$ cat config.mk
export PLATFORM = sky130hd
export DESIGN_NAME = mpp_top
export DESIGN_NICKNAME = d
export VERILOG_FILES = /design/src/mpp_pkg.sv /design/src/mpp_top.sv
export SDC_FILE = /design/constraint.sdc
export NUM_CORES = 1
export LEC_CHECK = 0
export BUFFER_PORTS_ARGS = -buffer_cell sky130_fd_sc_hd__buf_2
export CAP_MARGIN = 10
export CORE_MARGIN = 2
export CORE_UTILIZATION = 37
export CTS_CLUSTER_SIZE = 28
export DETAILED_ROUTE_END_ITERATION = 8
export PLACE_DENSITY_LB_ADDON = 0.15
export SYNTH_ARGS = -nofsm -noshare
export SYNTH_HDL_FRONTEND = slang
export SYNTH_SLANG_ARGS = --single-unit
$ cat constraint.sdc
create_clock -name pclk -period 6.55 [get_ports pclk]
set_clock_uncertainty 0.1 [all_clocks]
set_input_delay 0.9825 -clock pclk [delete_from_list [all_inputs] [get_ports pclk]]
set_output_delay 0.9825 -clock pclk [all_outputs]
set_load 0.05 [all_outputs]
$ cat src/mpp_pkg.sv
// package: constants, map and types of the multifunction pin port
package mpp_pkg;
  // ==========================================
  // sizes
  localparam int NPIN = 32;
  localparam int NEI = 19;   // interrupt index space, slot 10 is the rtc alarm
  localparam int NFLT = 8;   // filtered inputs
  localparam int FLT_BASE = 11;
  localparam int NPERI = 16;
  localparam int RTC_BIT = 10;
  localparam int AW = 8;
  // ==========================================
  // register offsets
  localparam logic [AW-1:0] A_FN_LO = 8'h00;
  localparam logic [AW-1:0] A_FN_MID = 8'h04;
  localparam logic [AW-1:0] A_FN_UP = 8'h08;
  localparam logic [AW-1:0] A_DAT = 8'h0C;
  localparam logic [AW-1:0] A_PU = 8'h10;
  localparam logic [AW-1:0] A_TRIG0 = 8'h18;
  localparam logic [AW-1:0] A_TRIG1 = 8'h1C;
  localparam logic [AW-1:0] A_FLT = 8'h20;
  localparam logic [AW-1:0] A_MASK = 8'h24;
  localparam logic [AW-1:0] A_PEND = 8'h28;
  localparam logic [AW-1:0] A_PPU = 8'h2C;
  localparam logic [AW-1:0] A_ALIVE = 8'h30;
  localparam logic [AW-1:0] A_SDAT = 8'h34;
  localparam logic [AW-1:0] A_SOE = 8'h38;
  localparam logic [AW-1:0] A_SPU = 8'h3C;
  localparam logic [AW-1:0] A_SPDAT = 8'h40;
  localparam logic [AW-1:0] A_SPOE = 8'h44;
  localparam logic [AW-1:0] A_SPPU = 8'h48;
  localparam logic [AW-1:0] A_RSTC = 8'h4C;
  // ==========================================
  // field layouts and codes
  localparam int FN_LO_W = 22;  // pins 10..0
  localparam int FN_MID_W = 16; // pins 18..11
  localparam int FN_UP_W = 26;  // pins 31..19
  localparam logic [1:0] FN_IN = 2'h0;
  localparam logic [1:0] FN_OUT = 2'h1;
  localparam logic [1:0] FN_ALT1 = 2'h2;
  localparam logic [1:0] FN_ALT2 = 2'h3;
  localparam logic [31:0] EINT_PINS = 32'h0007FBFF;
  localparam logic [NEI-1:0] WAKE_SRC = 19'h007FF; // inputs 9..0 and rtc slot
  localparam int NWAKE = 10;
  localparam int TRIG1_N = 8;
  localparam int AL_POR = 0;
  localparam int AL_WAKE = 1;
  localparam int AL_BATF = 2;
  localparam logic [2:0] AL_RST = 3'h1;
  localparam int FLT_LEN_LSB = 8;
  localparam int FLT_W = 8;
  localparam int RC_W = 16;
  localparam logic [RC_W-1:0] RC_RST = 16'h00FF;
  // ==========================================
  // types
  typedef enum logic [1:0] {MD_RUN, MD_SLEEP, MD_WAKE} mpp_mode_t;
  typedef struct packed {
    logic [NPIN-1:0] out;
    logic [NPIN-1:0] oe_n;
    logic [NPIN-1:0] pu_en;
  } mpp_pad_t;
  typedef struct packed {
    logic [NPIN-1:0] a_out;
    logic [NPIN-1:0] a_oe;
    logic [NPIN-1:0] b_out;
    logic [NPIN-1:0] b_oe;
  } mpp_alt_t;
  typedef struct packed {
    logic [NPERI-1:0] out;
    logic [NPERI-1:0] oe;
    logic [NPERI-1:0] pu_en;
  } mpp_peri_t;
endpackage : mpp_pkg

$ cat src/mpp_top.sv
// module: multifunction pin port with wake-up and apb registers
`timescale 1ns/1ps
`default_nettype none
// Overview of operation
// - thirty-two pins, each with selectable function
// - two-bit field per pin selects function
// - output pins drive written data bit
// - input pins read back pin level
// - pull-up bit zero enables, one disables
// - pull-up independent of pin function
// - five trigger kinds per interrupt input
// - request needs interrupt mode and unmasked
// - pending sets even when masked
// - eight inputs pass a digital filter
// - only ten lowest inputs and rtc alarm wake chip
// - wake ignores mask, pins need interrupt mode
// - battery fault low blocks all wake
// - wake cause recorded, rtc alarm included
// - status shows reset kind, battery fault
// - sleep data comes from sleep register
// - sleep drive enable from sleep register
// - sleep pull-ups from sleep register
// - peripheral pull-up zero enables
// - peripheral pins use sleep registers asleep
// - compare value sets wake reset length
// - function pins read back pin level
module mpp_top
  import mpp_pkg::*;
(
  input wire logic pclk,
  input wire logic presetn,
  input wire logic psel,
  input wire logic penable,
  input wire logic pwrite,
  input wire logic [mpp_pkg::AW-1:0] paddr,
  input wire logic [31:0] pwdata,
  output logic [31:0] prdata,
  output logic pready,
  output logic pslverr,
  input wire logic [mpp_pkg::NPIN-1:0] pin_in,
  output mpp_pkg::mpp_pad_t pad,
  input wire mpp_pkg::mpp_alt_t alt,
  output logic [mpp_pkg::NPIN-1:0] alt_pin_level,
  input wire mpp_pkg::mpp_peri_t peri_in,
  output mpp_pkg::mpp_peri_t peri,
  input wire logic battery_fault_low,
  input wire logic rtc_alarm,
  input wire logic sleep_req,
  output logic [mpp_pkg::NEI-1:0] ext_irq_req,
  output logic wake_event,
  output logic wake_reset,
  output logic in_sleep
);
  import mpp_pkg::*;

  // ==========================================
  // state
  typedef struct packed {
    mpp_mode_t md;                    // run, sleep or wake reset hold
    logic [2*NPIN-1:0] fn;            // function select, two bits per pin
    logic [NPIN-1:0] dat;             // normal data
    logic [NPIN-1:0] pu;              // normal pull-up disable
    logic [NPIN-1:0] s_dat;           // sleep data
    logic [NPIN-1:0] s_oe;            // sleep drive enable, 1 drives
    logic [NPIN-1:0] s_pu;            // sleep pull-up disable
    logic [NPERI-1:0] p_pu;           // peripheral pull-up disable
    logic [NPERI-1:0] s_pdat;
    logic [NPERI-1:0] s_poe;
    logic [NPERI-1:0] s_ppu;
    logic [NEI-1:0][2:0] trig;        // trigger kind per input
    logic [NEI-1:0] mask;             // 1 masks the request
    logic [NEI-1:0] pend;             // sticky pending flags
    logic [NEI-1:0] flt_val;          // filtered level
    logic [NEI-1:0] prev;             // filtered level one cycle back
    logic [15:0] flt_ctl;             // enables and filter length
    logic [NFLT-1:0][FLT_W-1:0] flt_cnt;
    logic [2:0] alive;                // reset kind and battery fault
    logic [RC_W-1:0] rst_cmp;
    logic [RC_W-1:0] rst_cnt;
    logic [NPIN-1:0] s1;              // synchroniser, first stage
    logic [NPIN-1:0] s2;              // synchroniser, second stage
    logic b1;
    logic b2;
    logic [31:0] rdata;
    logic err;
    logic [NEI-1:0] irq;
    logic wake;
    mpp_pad_t pad;
    mpp_peri_t peri;
  } mpp_st_t;

  mpp_st_t q;  // registered state
  mpp_st_t d;  // next state

  // ==========================================
  // helpers
  // trigger match for one input
  function automatic logic trig_hit(input logic [2:0] t, input logic v,
                                    input logic p);
    logic r;
    r = 1'b0;
    if (t[2:1] == 2'h0) begin
      r = t[0] ? v : ~v;
    end else if (t[2:1] == 2'h1) begin
      r = p & ~v;
    end else if (t[2:1] == 2'h2) begin
      r = ~p & v;
    end else begin
      r = p ^ v;
    end
    return r;
  endfunction : trig_hit

  // ==========================================
  // next state
  always_comb begin
    logic wr;
    logic setup;
    logic slp;
    logic [NEI-1:0] mode;
    logic [NEI-1:0] hit;
    logic [NEI-1:0] set;
    logic [NEI-1:0] clr;
    logic [2:0] aclr;
    logic [NPIN-1:0] oe;
    logic [NPIN-1:0] od;
    logic [NPIN-1:0] rd_dat;
    logic [1:0] f;
    int idx;
    wr = psel & penable & pwrite;
    setup = psel & ~penable;
    slp = 1'b0;
    mode = '0;
    hit = '0;
    set = '0;
    clr = '0;
    aclr = '0;
    oe = '0;
    od = '0;
    rd_dat = '0;
    f = FN_IN;
    idx = 0;
    d = q;
    d.wake = 1'b0;
    // two-stage synchronisers for pins and battery fault
    d.s1 = pin_in;
    d.s2 = q.s1;
    d.b1 = battery_fault_low;
    d.b2 = q.b1;

    d.flt_val = q.s2[NEI-1:0];
    for (int k = 0; k < NFLT; k++) begin
      idx = FLT_BASE + k;
      if (q.flt_ctl[k]) begin
        d.flt_val[idx] = q.flt_val[idx];
        if (q.s2[idx] == q.flt_val[idx]) begin
          d.flt_cnt[k] = '0;
        end else if (q.flt_cnt[k] >= q.flt_ctl[FLT_LEN_LSB +: FLT_W]) begin
          d.flt_val[idx] = q.s2[idx];
          d.flt_cnt[k] = '0;
        end else begin
          d.flt_cnt[k] = q.flt_cnt[k] + 8'h01;
        end
      end else begin
        d.flt_cnt[k] = '0;
      end
    end
    d.prev = q.flt_val;

    for (int i = 0; i < NEI; i++) begin
      mode[i] = EINT_PINS[i] && (q.fn[2*i +: 2] == FN_ALT1);
      hit[i] = trig_hit(q.trig[i], q.flt_val[i], q.prev[i]);
    end
    slp = (q.md == MD_SLEEP);
    if (slp) begin
      // only wake sources are live asleep
      set = hit & mode & WAKE_SRC;
      // rtc alarm records its own bit
      set[RTC_BIT] = rtc_alarm;
      if (!q.b2) begin
        set = '0;
      end
    end else begin
      set = hit & mode;
    end

    // ----- apb setup phase: answer is registered here
    if (setup) begin
      d.err = 1'b0;
      d.rdata = '0;
      for (int i = 0; i < NPIN; i++) begin
        f = q.fn[2*i +: 2];
        // input level read; function pins show pin too
        rd_dat[i] = (f == FN_OUT) ? q.dat[i] : q.s2[i];
      end
      unique case (paddr)
        A_FN_LO: d.rdata[FN_LO_W-1:0] = q.fn[FN_LO_W-1:0];
        A_FN_MID: d.rdata[FN_MID_W-1:0] = q.fn[FN_LO_W +: FN_MID_W];
        A_FN_UP: d.rdata[FN_UP_W-1:0] = q.fn[FN_LO_W+FN_MID_W +: FN_UP_W];
        A_DAT: d.rdata = rd_dat;
        A_PU: d.rdata = q.pu;
        A_TRIG0: d.rdata[3*NWAKE-1:0] = q.trig[NWAKE-1:0];
        A_TRIG1: d.rdata[3*TRIG1_N-1:0] = q.trig[NEI-1:FLT_BASE];
        A_FLT: d.rdata[15:0] = q.flt_ctl;
        A_MASK: d.rdata[NEI-1:0] = q.mask;
        A_PEND: d.rdata[NEI-1:0] = q.pend;
        A_PPU: d.rdata[NPERI-1:0] = q.p_pu;
        // reset kind and battery fault visible
        A_ALIVE: d.rdata[2:0] = q.alive;
        A_SDAT: d.rdata = q.s_dat;
        A_SOE: d.rdata = q.s_oe;
        A_SPU: d.rdata = q.s_pu;
        A_SPDAT: d.rdata[NPERI-1:0] = q.s_pdat;
        A_SPOE: d.rdata[NPERI-1:0] = q.s_poe;
        A_SPPU: d.rdata[NPERI-1:0] = q.s_ppu;
        A_RSTC: d.rdata[RC_W-1:0] = q.rst_cmp;
        default: d.err = 1'b1;  // unmapped reads zero with error
      endcase
    end

    // ----- apb access phase writes
    if (wr) begin
      unique case (paddr)
        A_FN_LO: d.fn[FN_LO_W-1:0] = pwdata[FN_LO_W-1:0];
        A_FN_MID: d.fn[FN_LO_W +: FN_MID_W] = pwdata[FN_MID_W-1:0];
        A_FN_UP: d.fn[FN_LO_W+FN_MID_W +: FN_UP_W] = pwdata[FN_UP_W-1:0];
        A_DAT: d.dat = pwdata;
        A_PU: d.pu = pwdata;
        A_TRIG0: d.trig[NWAKE-1:0] = pwdata[3*NWAKE-1:0];
        A_TRIG1: d.trig[NEI-1:FLT_BASE] = pwdata[3*TRIG1_N-1:0];
        A_FLT: d.flt_ctl = pwdata[15:0];
        A_MASK: d.mask = pwdata[NEI-1:0];
        A_PEND: clr = pwdata[NEI-1:0];      // write one to clear
        A_PPU: d.p_pu = pwdata[NPERI-1:0];
        A_ALIVE: aclr = pwdata[2:0];        // write one to clear
        A_SDAT: d.s_dat = pwdata;
        A_SOE: d.s_oe = pwdata;
        A_SPU: d.s_pu = pwdata;
        A_SPDAT: d.s_pdat = pwdata[NPERI-1:0];
        A_SPOE: d.s_poe = pwdata[NPERI-1:0];
        A_SPPU: d.s_ppu = pwdata[NPERI-1:0];
        A_RSTC: d.rst_cmp = pwdata[RC_W-1:0];
        default: d.rst_cmp = q.rst_cmp;     // unmapped write ignored
      endcase
    end

    // pending flags: a new event beats a clear in the same cycle
    d.pend = (q.pend & ~clr) | set;
    // request only in interrupt mode and unmasked
    d.irq = d.pend & ~q.mask & mode;
    d.irq[RTC_BIT] = 1'b0;
    // battery fault is sticky; set wins over clear
    d.alive = q.alive & ~aclr;
    if (!q.b2) begin
      d.alive[AL_BATF] = 1'b1;
    end

    // ----- power mode sequencing
    unique case (q.md)
      MD_RUN: begin
        if (sleep_req) begin
          d.md = MD_SLEEP;
        end
      end
      MD_SLEEP: begin
        // wake on any live source, mask not consulted
        if (|(set & WAKE_SRC)) begin
          d.md = MD_WAKE;
          d.wake = 1'b1;
          d.rst_cnt = '0;
          d.alive[AL_WAKE] = 1'b1;
          d.alive[AL_POR] = 1'b0;
        end
      end
      MD_WAKE: begin
        // reset held until count reaches compare
        if (q.rst_cnt >= q.rst_cmp) begin
          d.md = MD_RUN;
        end else begin
          d.rst_cnt = q.rst_cnt + 16'h0001;
        end
      end
    endcase

    // ----- pad drive, registered
    for (int i = 0; i < NPIN; i++) begin
      f = q.fn[2*i +: 2];
      // each pin muxed to one function
      unique case (f)
        FN_IN: begin
          oe[i] = 1'b0;
          od[i] = q.dat[i];
        end
        FN_OUT: begin
          // output pin drives its data bit
          oe[i] = 1'b1;
          od[i] = q.dat[i];
        end
        FN_ALT1: begin
          // interrupt pins only sample
          oe[i] = EINT_PINS[i] ? 1'b0 : alt.a_oe[i];
          od[i] = alt.a_out[i];
        end
        FN_ALT2: begin
          oe[i] = alt.b_oe[i];
          od[i] = alt.b_out[i];
        end
      endcase
    end
    // sleep settings held until wake reset ends
    if (q.md != MD_RUN) begin
      d.pad.out = q.s_dat;
      d.pad.oe_n = ~q.s_oe;
      d.pad.pu_en = ~q.s_pu;
      d.peri.out = q.s_pdat;
      d.peri.oe = q.s_poe;
      d.peri.pu_en = ~q.s_ppu;
    end else begin
      d.pad.out = od;
      d.pad.oe_n = ~oe;
      d.pad.pu_en = ~q.pu;
      d.peri.out = peri_in.out;
      d.peri.oe = peri_in.oe;
      d.peri.pu_en = ~q.p_pu;
    end
  end

  // ==========================================
  // registers
  always_ff @(posedge pclk or negedge presetn) begin
    if (!presetn) begin
      q <= '0;
      q.md <= MD_RUN;
      q.mask <= '1;
      q.alive <= AL_RST;
      q.rst_cmp <= RC_RST;
      q.pad.oe_n <= '1;
      q.pad.pu_en <= '1;
      q.peri.pu_en <= '1;
      // battery fault line idles high: a zero here would log a false fault
      q.b1 <= 1'b1;
      q.b2 <= 1'b1;
    end else begin
      q <= d;
    end
  end

  // ==========================================
  // outputs
  assign prdata = q.rdata;
  assign pslverr = q.err & psel & penable;
  // zero wait states; answer prepared in setup
  assign pready = 1'b1;
  assign pad = q.pad;
  assign peri = q.peri;
  assign alt_pin_level = q.s2;
  assign ext_irq_req = q.irq;
  assign wake_event = q.wake;
  assign wake_reset = (q.md == MD_WAKE);
  assign in_sleep = (q.md == MD_SLEEP);
endmodule : mpp_top
`default_nettype wire

=== Yosys cells after proc, flatten, opt, wreduce, memory -nomap -nowiden ===
Index checks and enable logic that the tools add are counted.

* Magnitude comparators: 9
* Bitwise logic cells: 112
* $add $sub $neg: 9
* Equal/unequal tests: 180
* Mux-type cells: 244
* Reduce and logical (&&, ||, !) cells: 133

{| class="wikitable"
|+ Operators with widths
! operator !! number
|-
| case mux 13 bit (18 select lines) || 1
|-
| two-way mux 8 bit || 24
|-
| == test 2 bit, second input constant || 83
|-
| case mux 1 bit (3 select lines) || 50
|-
| two-way mux 144 bit || 1
|-
| two-way mux 1 bit || 132
|-
| inverter 32 bit || 4
|-
| == test 2 x 1 -> 1 bit, second input constant || 51
|-
| logical NOT 2 bit || 51
|-
| OR reduction 2 bit || 50
|-
| bitwise AND 19 bit || 4
|-
| adder 8 x 1 -> 8 bit, second input constant || 8
|-
| == test 8 x 6 -> 1 bit, second input constant || 8
|-
| >= comparator 8 bit || 8
|-
| two-way mux 19 bit || 3
|-
| case mux 3 bit (19 select lines) || 1
|-
| case mux 1 bit (4 select lines) || 14
|-
| AND reduction 2 bit || 25
|-
| bitwise AND 1 bit || 41
|-
| inverter 1 bit || 38
|-
| inverter 19 bit || 2
|-
| case mux 3 bit (11 select lines) || 1
|-
| == test 8 x 7 -> 1 bit, second input constant || 4
|-
| two-way mux 16 bit || 2
|-
| other kinds (28) || 81
|}

* Bits of input ports: 256
* Bits in registers: 797

=== Depth between registers and ports, before layout ===
* Depth in word-level cells: 11
* Gate-level depth with buffers: 11

=== Worst setup path before layout ===
Ideal clock, no wire load.

* Kind: input port to flip-flop
* Start point: input paddr[2] (netlist name)
* End point: register q[672] (netlist name)
* Arrival: 2.705 ns
* Slack: 3.618 ns
* Path buffers: 4
* Data required time: 6.322 ns
* Cell stages on the path: 8
* Setup time: 0.128 ns
* Cell sequence: buf_2 or4_1 buf_2 nor2_2 buf_2 nand2_2 buf_4 mux2_1

* Longest elaborated chain between the ends: 2

{| class="wikitable"
|+ RTL lines
! what !! RTL line !! RTL
|-
| start: declaration || mpp_top.sv:35 || <nowiki>input wire logic [mpp_pkg::AW-1:0] paddr,</nowiki>
|-
| == test 8 x 5 -> 1 bit || mpp_top.sv:223 || <nowiki>unique case (paddr)</nowiki>
|-
| AND reduction 2 bit (no source line) || -- ||
|-
| end: declaration || mpp_top.sv:92 || <nowiki>mpp_st_t q;</nowiki>
|}

No other way between the ends.
A chain may end at the register's enable or synchronous reset.

=== Final worst setup path ===
* Start point: input paddr[5] (netlist name)
* End point: register q (netlist bit prdata[10])

* Longest elaborated chain between the ends: 2

{| class="wikitable"
|+ RTL lines
! what !! RTL line !! RTL
|-
| == test 8 x 7 -> 1 bit (tied with other cells) || mpp_top.sv:196 || <nowiki>unique case (paddr)</nowiki>
|-
| case mux 13 bit (18 select lines) (*) || mpp_top.sv:196 ||
|}

Mark *: on every way between the ends. The rest lies on a longest branch, timed or not.

==> reports/metrics.csv <==
stage,metric,value,unit
worst_setup_path,slowest_delay,0.63,ns
synth,syn_inst,3174,
floorplanning,pin_count,488,
grt,grt_pass1_vias,26310,
synth,avgSynthCellArea,12.09,µm²
synth,async_reset_ff_share,100.0,%
routing,dr.pass1.iters,7,
worst_setup_path,crit_buf_inv,2,
synth,synth_nets,3558,
final_layout,area_delta_synth_final,14.48,%
timing,tns,0,ns
clocking,clockRootBuffer,clkbuf_16,
worst_setup_path,crit_family,simple AND/OR/NAND/NOR gates,
worst_setup_path,critPathMaxFanout,32,
timing,timing.final.crit_period,3.859,ns
final_layout,final_layout_size_suffix_gt1_share,35.92,%
worst_setup_path,cp.arrival,4.30,ns
synth,synth_edf_count,0,
grt,grt_max_degree,152,
clocking,cts_tree,built,
worst_setup_path,crit_type,input port to flop,
grt,grt_pass1_wl,198.1,mm
synth,yosysUniqueCellTypes,75,
timing,slew_violations,0,
routing,vias,26580,
grt,grt_usage,25.88,%
clocking,htreeDepth,3,
synth,netlist_area,38390,µm²
worst_setup_path,critPathCaptureType,flop,
clocking,cts_inserted_buffers,94,
synth,yosysTopAreaCellShare,44.65,%
timing,hold_viol,0,
power,leakage,20.83,nW
placed_design,gp_congestion,0.9038,
clocking,cts.clk_slew.worst_paths,0.06,ns
clocking,clk_latency,0.68,ns
placed_design,io_buffers,451,
timing,relSlewSlack,12.05,%
timing,grt_setup_unrepaired,false,
timing,worst_slack,2.691,ns
worst_setup_path,crit_chain,"buf_2, or4b_1, nor2_4, buf_4, a22o_1, a221oi_1, o21ai_0, nor3_1, o21ai_1",
synth,synth_flop_cell,dfrtp_1,
worst_setup_path,cpMaxStageDelayCell,buf_2,
floorplanning,initial_core_util,37.20,%
floorplanning,die_area,106300,µm²
worst_hold_path,hold_class,input port to async pin,
floorplanning,die_width,326.1,µm
worst_setup_path,crit_path_start_kind,input port,
routing,wire_per_inst,28.63,µm
synth,synthTopCellsByArea,"dfrtp_1, mux2_2, dfstp_2",
synth,synth-seq-area-share,52.18,%
floorplanning,fp.dieH,326.1,µm
routing,drc_errors,0,
synth,synth_largest_area_cell,dfrtp_1,
clocking,cts_max_path_buffers,3,
clocking,cts_sinks,795,
clocking,ctsResizeCount,0,
timing,fmax,259.1,MHz
timing,period_share,58.92,%
timing,worst_pin_slew,1.312,ns
routing,initialDrtViolationCount,2670,
clocking,holdBufCountCts,0,
routing,avgViaCountPerCell,5.459,
timing,setup_violations,0,
status,outcome,"complete, no violations",
power,ir_worst_vdd,0.0001882,V
routing,ant_nets,0,
grt,antenna_found_initial,12,
grt,grt_overflow,0,
placed_design,place_ws,2.030,ns
routing,wl,139.4,mm
synth,ys_seq_elements,795,
final_layout,nets,3785,
synth,yosys_warnings,0,
worst_setup_path,cp.required,6.99,ns
power,p_per_area,290.3,nW/µm²
placed_design,dpl.cell_count,4684,
placed_design,dp_hpwl,98.48,mm
floorplanning,coreArea,103200,µm²
clocking,postCtsSetupBuffers,0,
final_layout,final-instance-count-excl-fill,4869,
floorplanning,row_count,118,
job,maxCapViolations,0,
==> cells in the mapped netlist, drive strengths merged (5+ instances only) <==
cell type  number
a2111oi         5
a211oi         19
a21o           26
a21oi          82
a221oi         29
a222oi         14
a22o           37
a22oi          90
a31oi          51
and2           10
and3           28
buf           288
clkbuf         93
dfrtp         685
dfstp         110
ha            128
inv           106
mux2          484
mux2i         125
mux4           10
nand2         112
nand2b         59
nand3          49
nand4          13
nor2          187
nor2b          48
nor3           19
nor3b          15
nor4            6
o21a           10
o21ai          79
o221ai          5
o22ai           8
o31ai          15
or2             9
xnor2          22
xor2           52
==> power by group <==
group / internal, mW / total [mW] / switching (mW) / leakage [nW]
Clock: 3.35 / 5.58 / 2.23 / 1.64
Combinational: 0.592 / 1.91 / 1.32 / 8.82
Sequential: 5.13 / 5.27 / 0.141 / 10.4
Total: 9.06 / 12.8 / 3.70 / 20.8
==> routing by layer <==
layer  track usage (%)  part of all wire [%]
met1             34.26                    42
met3             4.774                   6.8
met5                 0                 0.019
met2             42.00                    47
met4             10.11                   4.1
==> cell families after synthesis <==
logic type	Yosys count	share of synthesized area (%)
fa+ha+maj	128	4.172
mux	619	18.04
compound gates	492	9.009
flops	795	52.18
simple gates	577	7.673
buf+inv	487	7.213
xor+xnor	74	1.688
other cells	2	0.01956
==> sequential cells by signal, summed over array words and instances (netlist names) <==
signal,cells
alt_pin_level,32
peri,48
q,517
wake_event,1
pad,96
d,51
ext_irq_req,18
prdata,32
==> layout by cell type, fill, tap and decap left out, types with 95 or more instances in the layout <==
master     count
dfrtp_1      685
buf_2        451
mux2_2       403
nor2_1       175
ha_1         127
mux2i_1      125
dfstp_2      110
inv_1        106
nand2_1      104
clkbuf_16     95
==> worst reg2reg max path: cells and delay by family (launching register included) <==
family                     cells  cell delay [ns]
adders and majority gates      1             0.34
and+or+nand+nor                3             1.21
AOI/OAI and AO/OA              4             0.97
buffers and inverters          1             0.12
DFF                            1             0.38
==> through the flow <==
stage | power (mW) | util [%] | hold slack (ns) | area, µm²
2_1_floorplan | 6.725 | - | 0.2312 | 38390
3_3_place_gp | 7.271 | 39.37 | 0.2312 | 40640
3_5_place_dp | 7.280 | 39.37 | 0.2347 | 40640
4_1_cts | 12.89 | 42.57 | 0.2395 | 43930
5_1_grt | 13.22 | 42.58 | 0.2435 | 43940
6_report | 12.76 | 42.59 | 0.2125 | 43950
==> worst paths after layout <==
check / from / cells after the start / slack, ns / to
setup / recovery: paddr[5] / 9 / 2.69 / prdata[10]
hold / removal: presetn / 1 / 0.21 / pad[78]
hold reg to reg: d[210] / 0 / 0.23 / alt_pin_level[11]
setup reg to reg: q[800] / 9 / 3.33 / q[276]
min in group pclk: d[210] / 0 / 0.23 / alt_pin_level[11]
max in group asynchronous: presetn / 2 / 4.61 / q[164]
==> final cells by class <==
| class | instances | area, µm² |
|---|---|---|
| Fill cell | 9952 | 59250 |
| Sequential cell | 795 | 20030 |
| Multi-Input combinational cell | 1892 | 15700 |
| Timing Repair Buffer | 512 | 2785 |
| Clock buffer | 133 | 2720 |
| Tap cell | 1380 | 1727 |
| Clock inverter | 45 | 573.1 |
| Inverter | 106 | 397.9 |
| Antenna cell | 6 | 15.01 |
(Power assumes the default switching activity.)
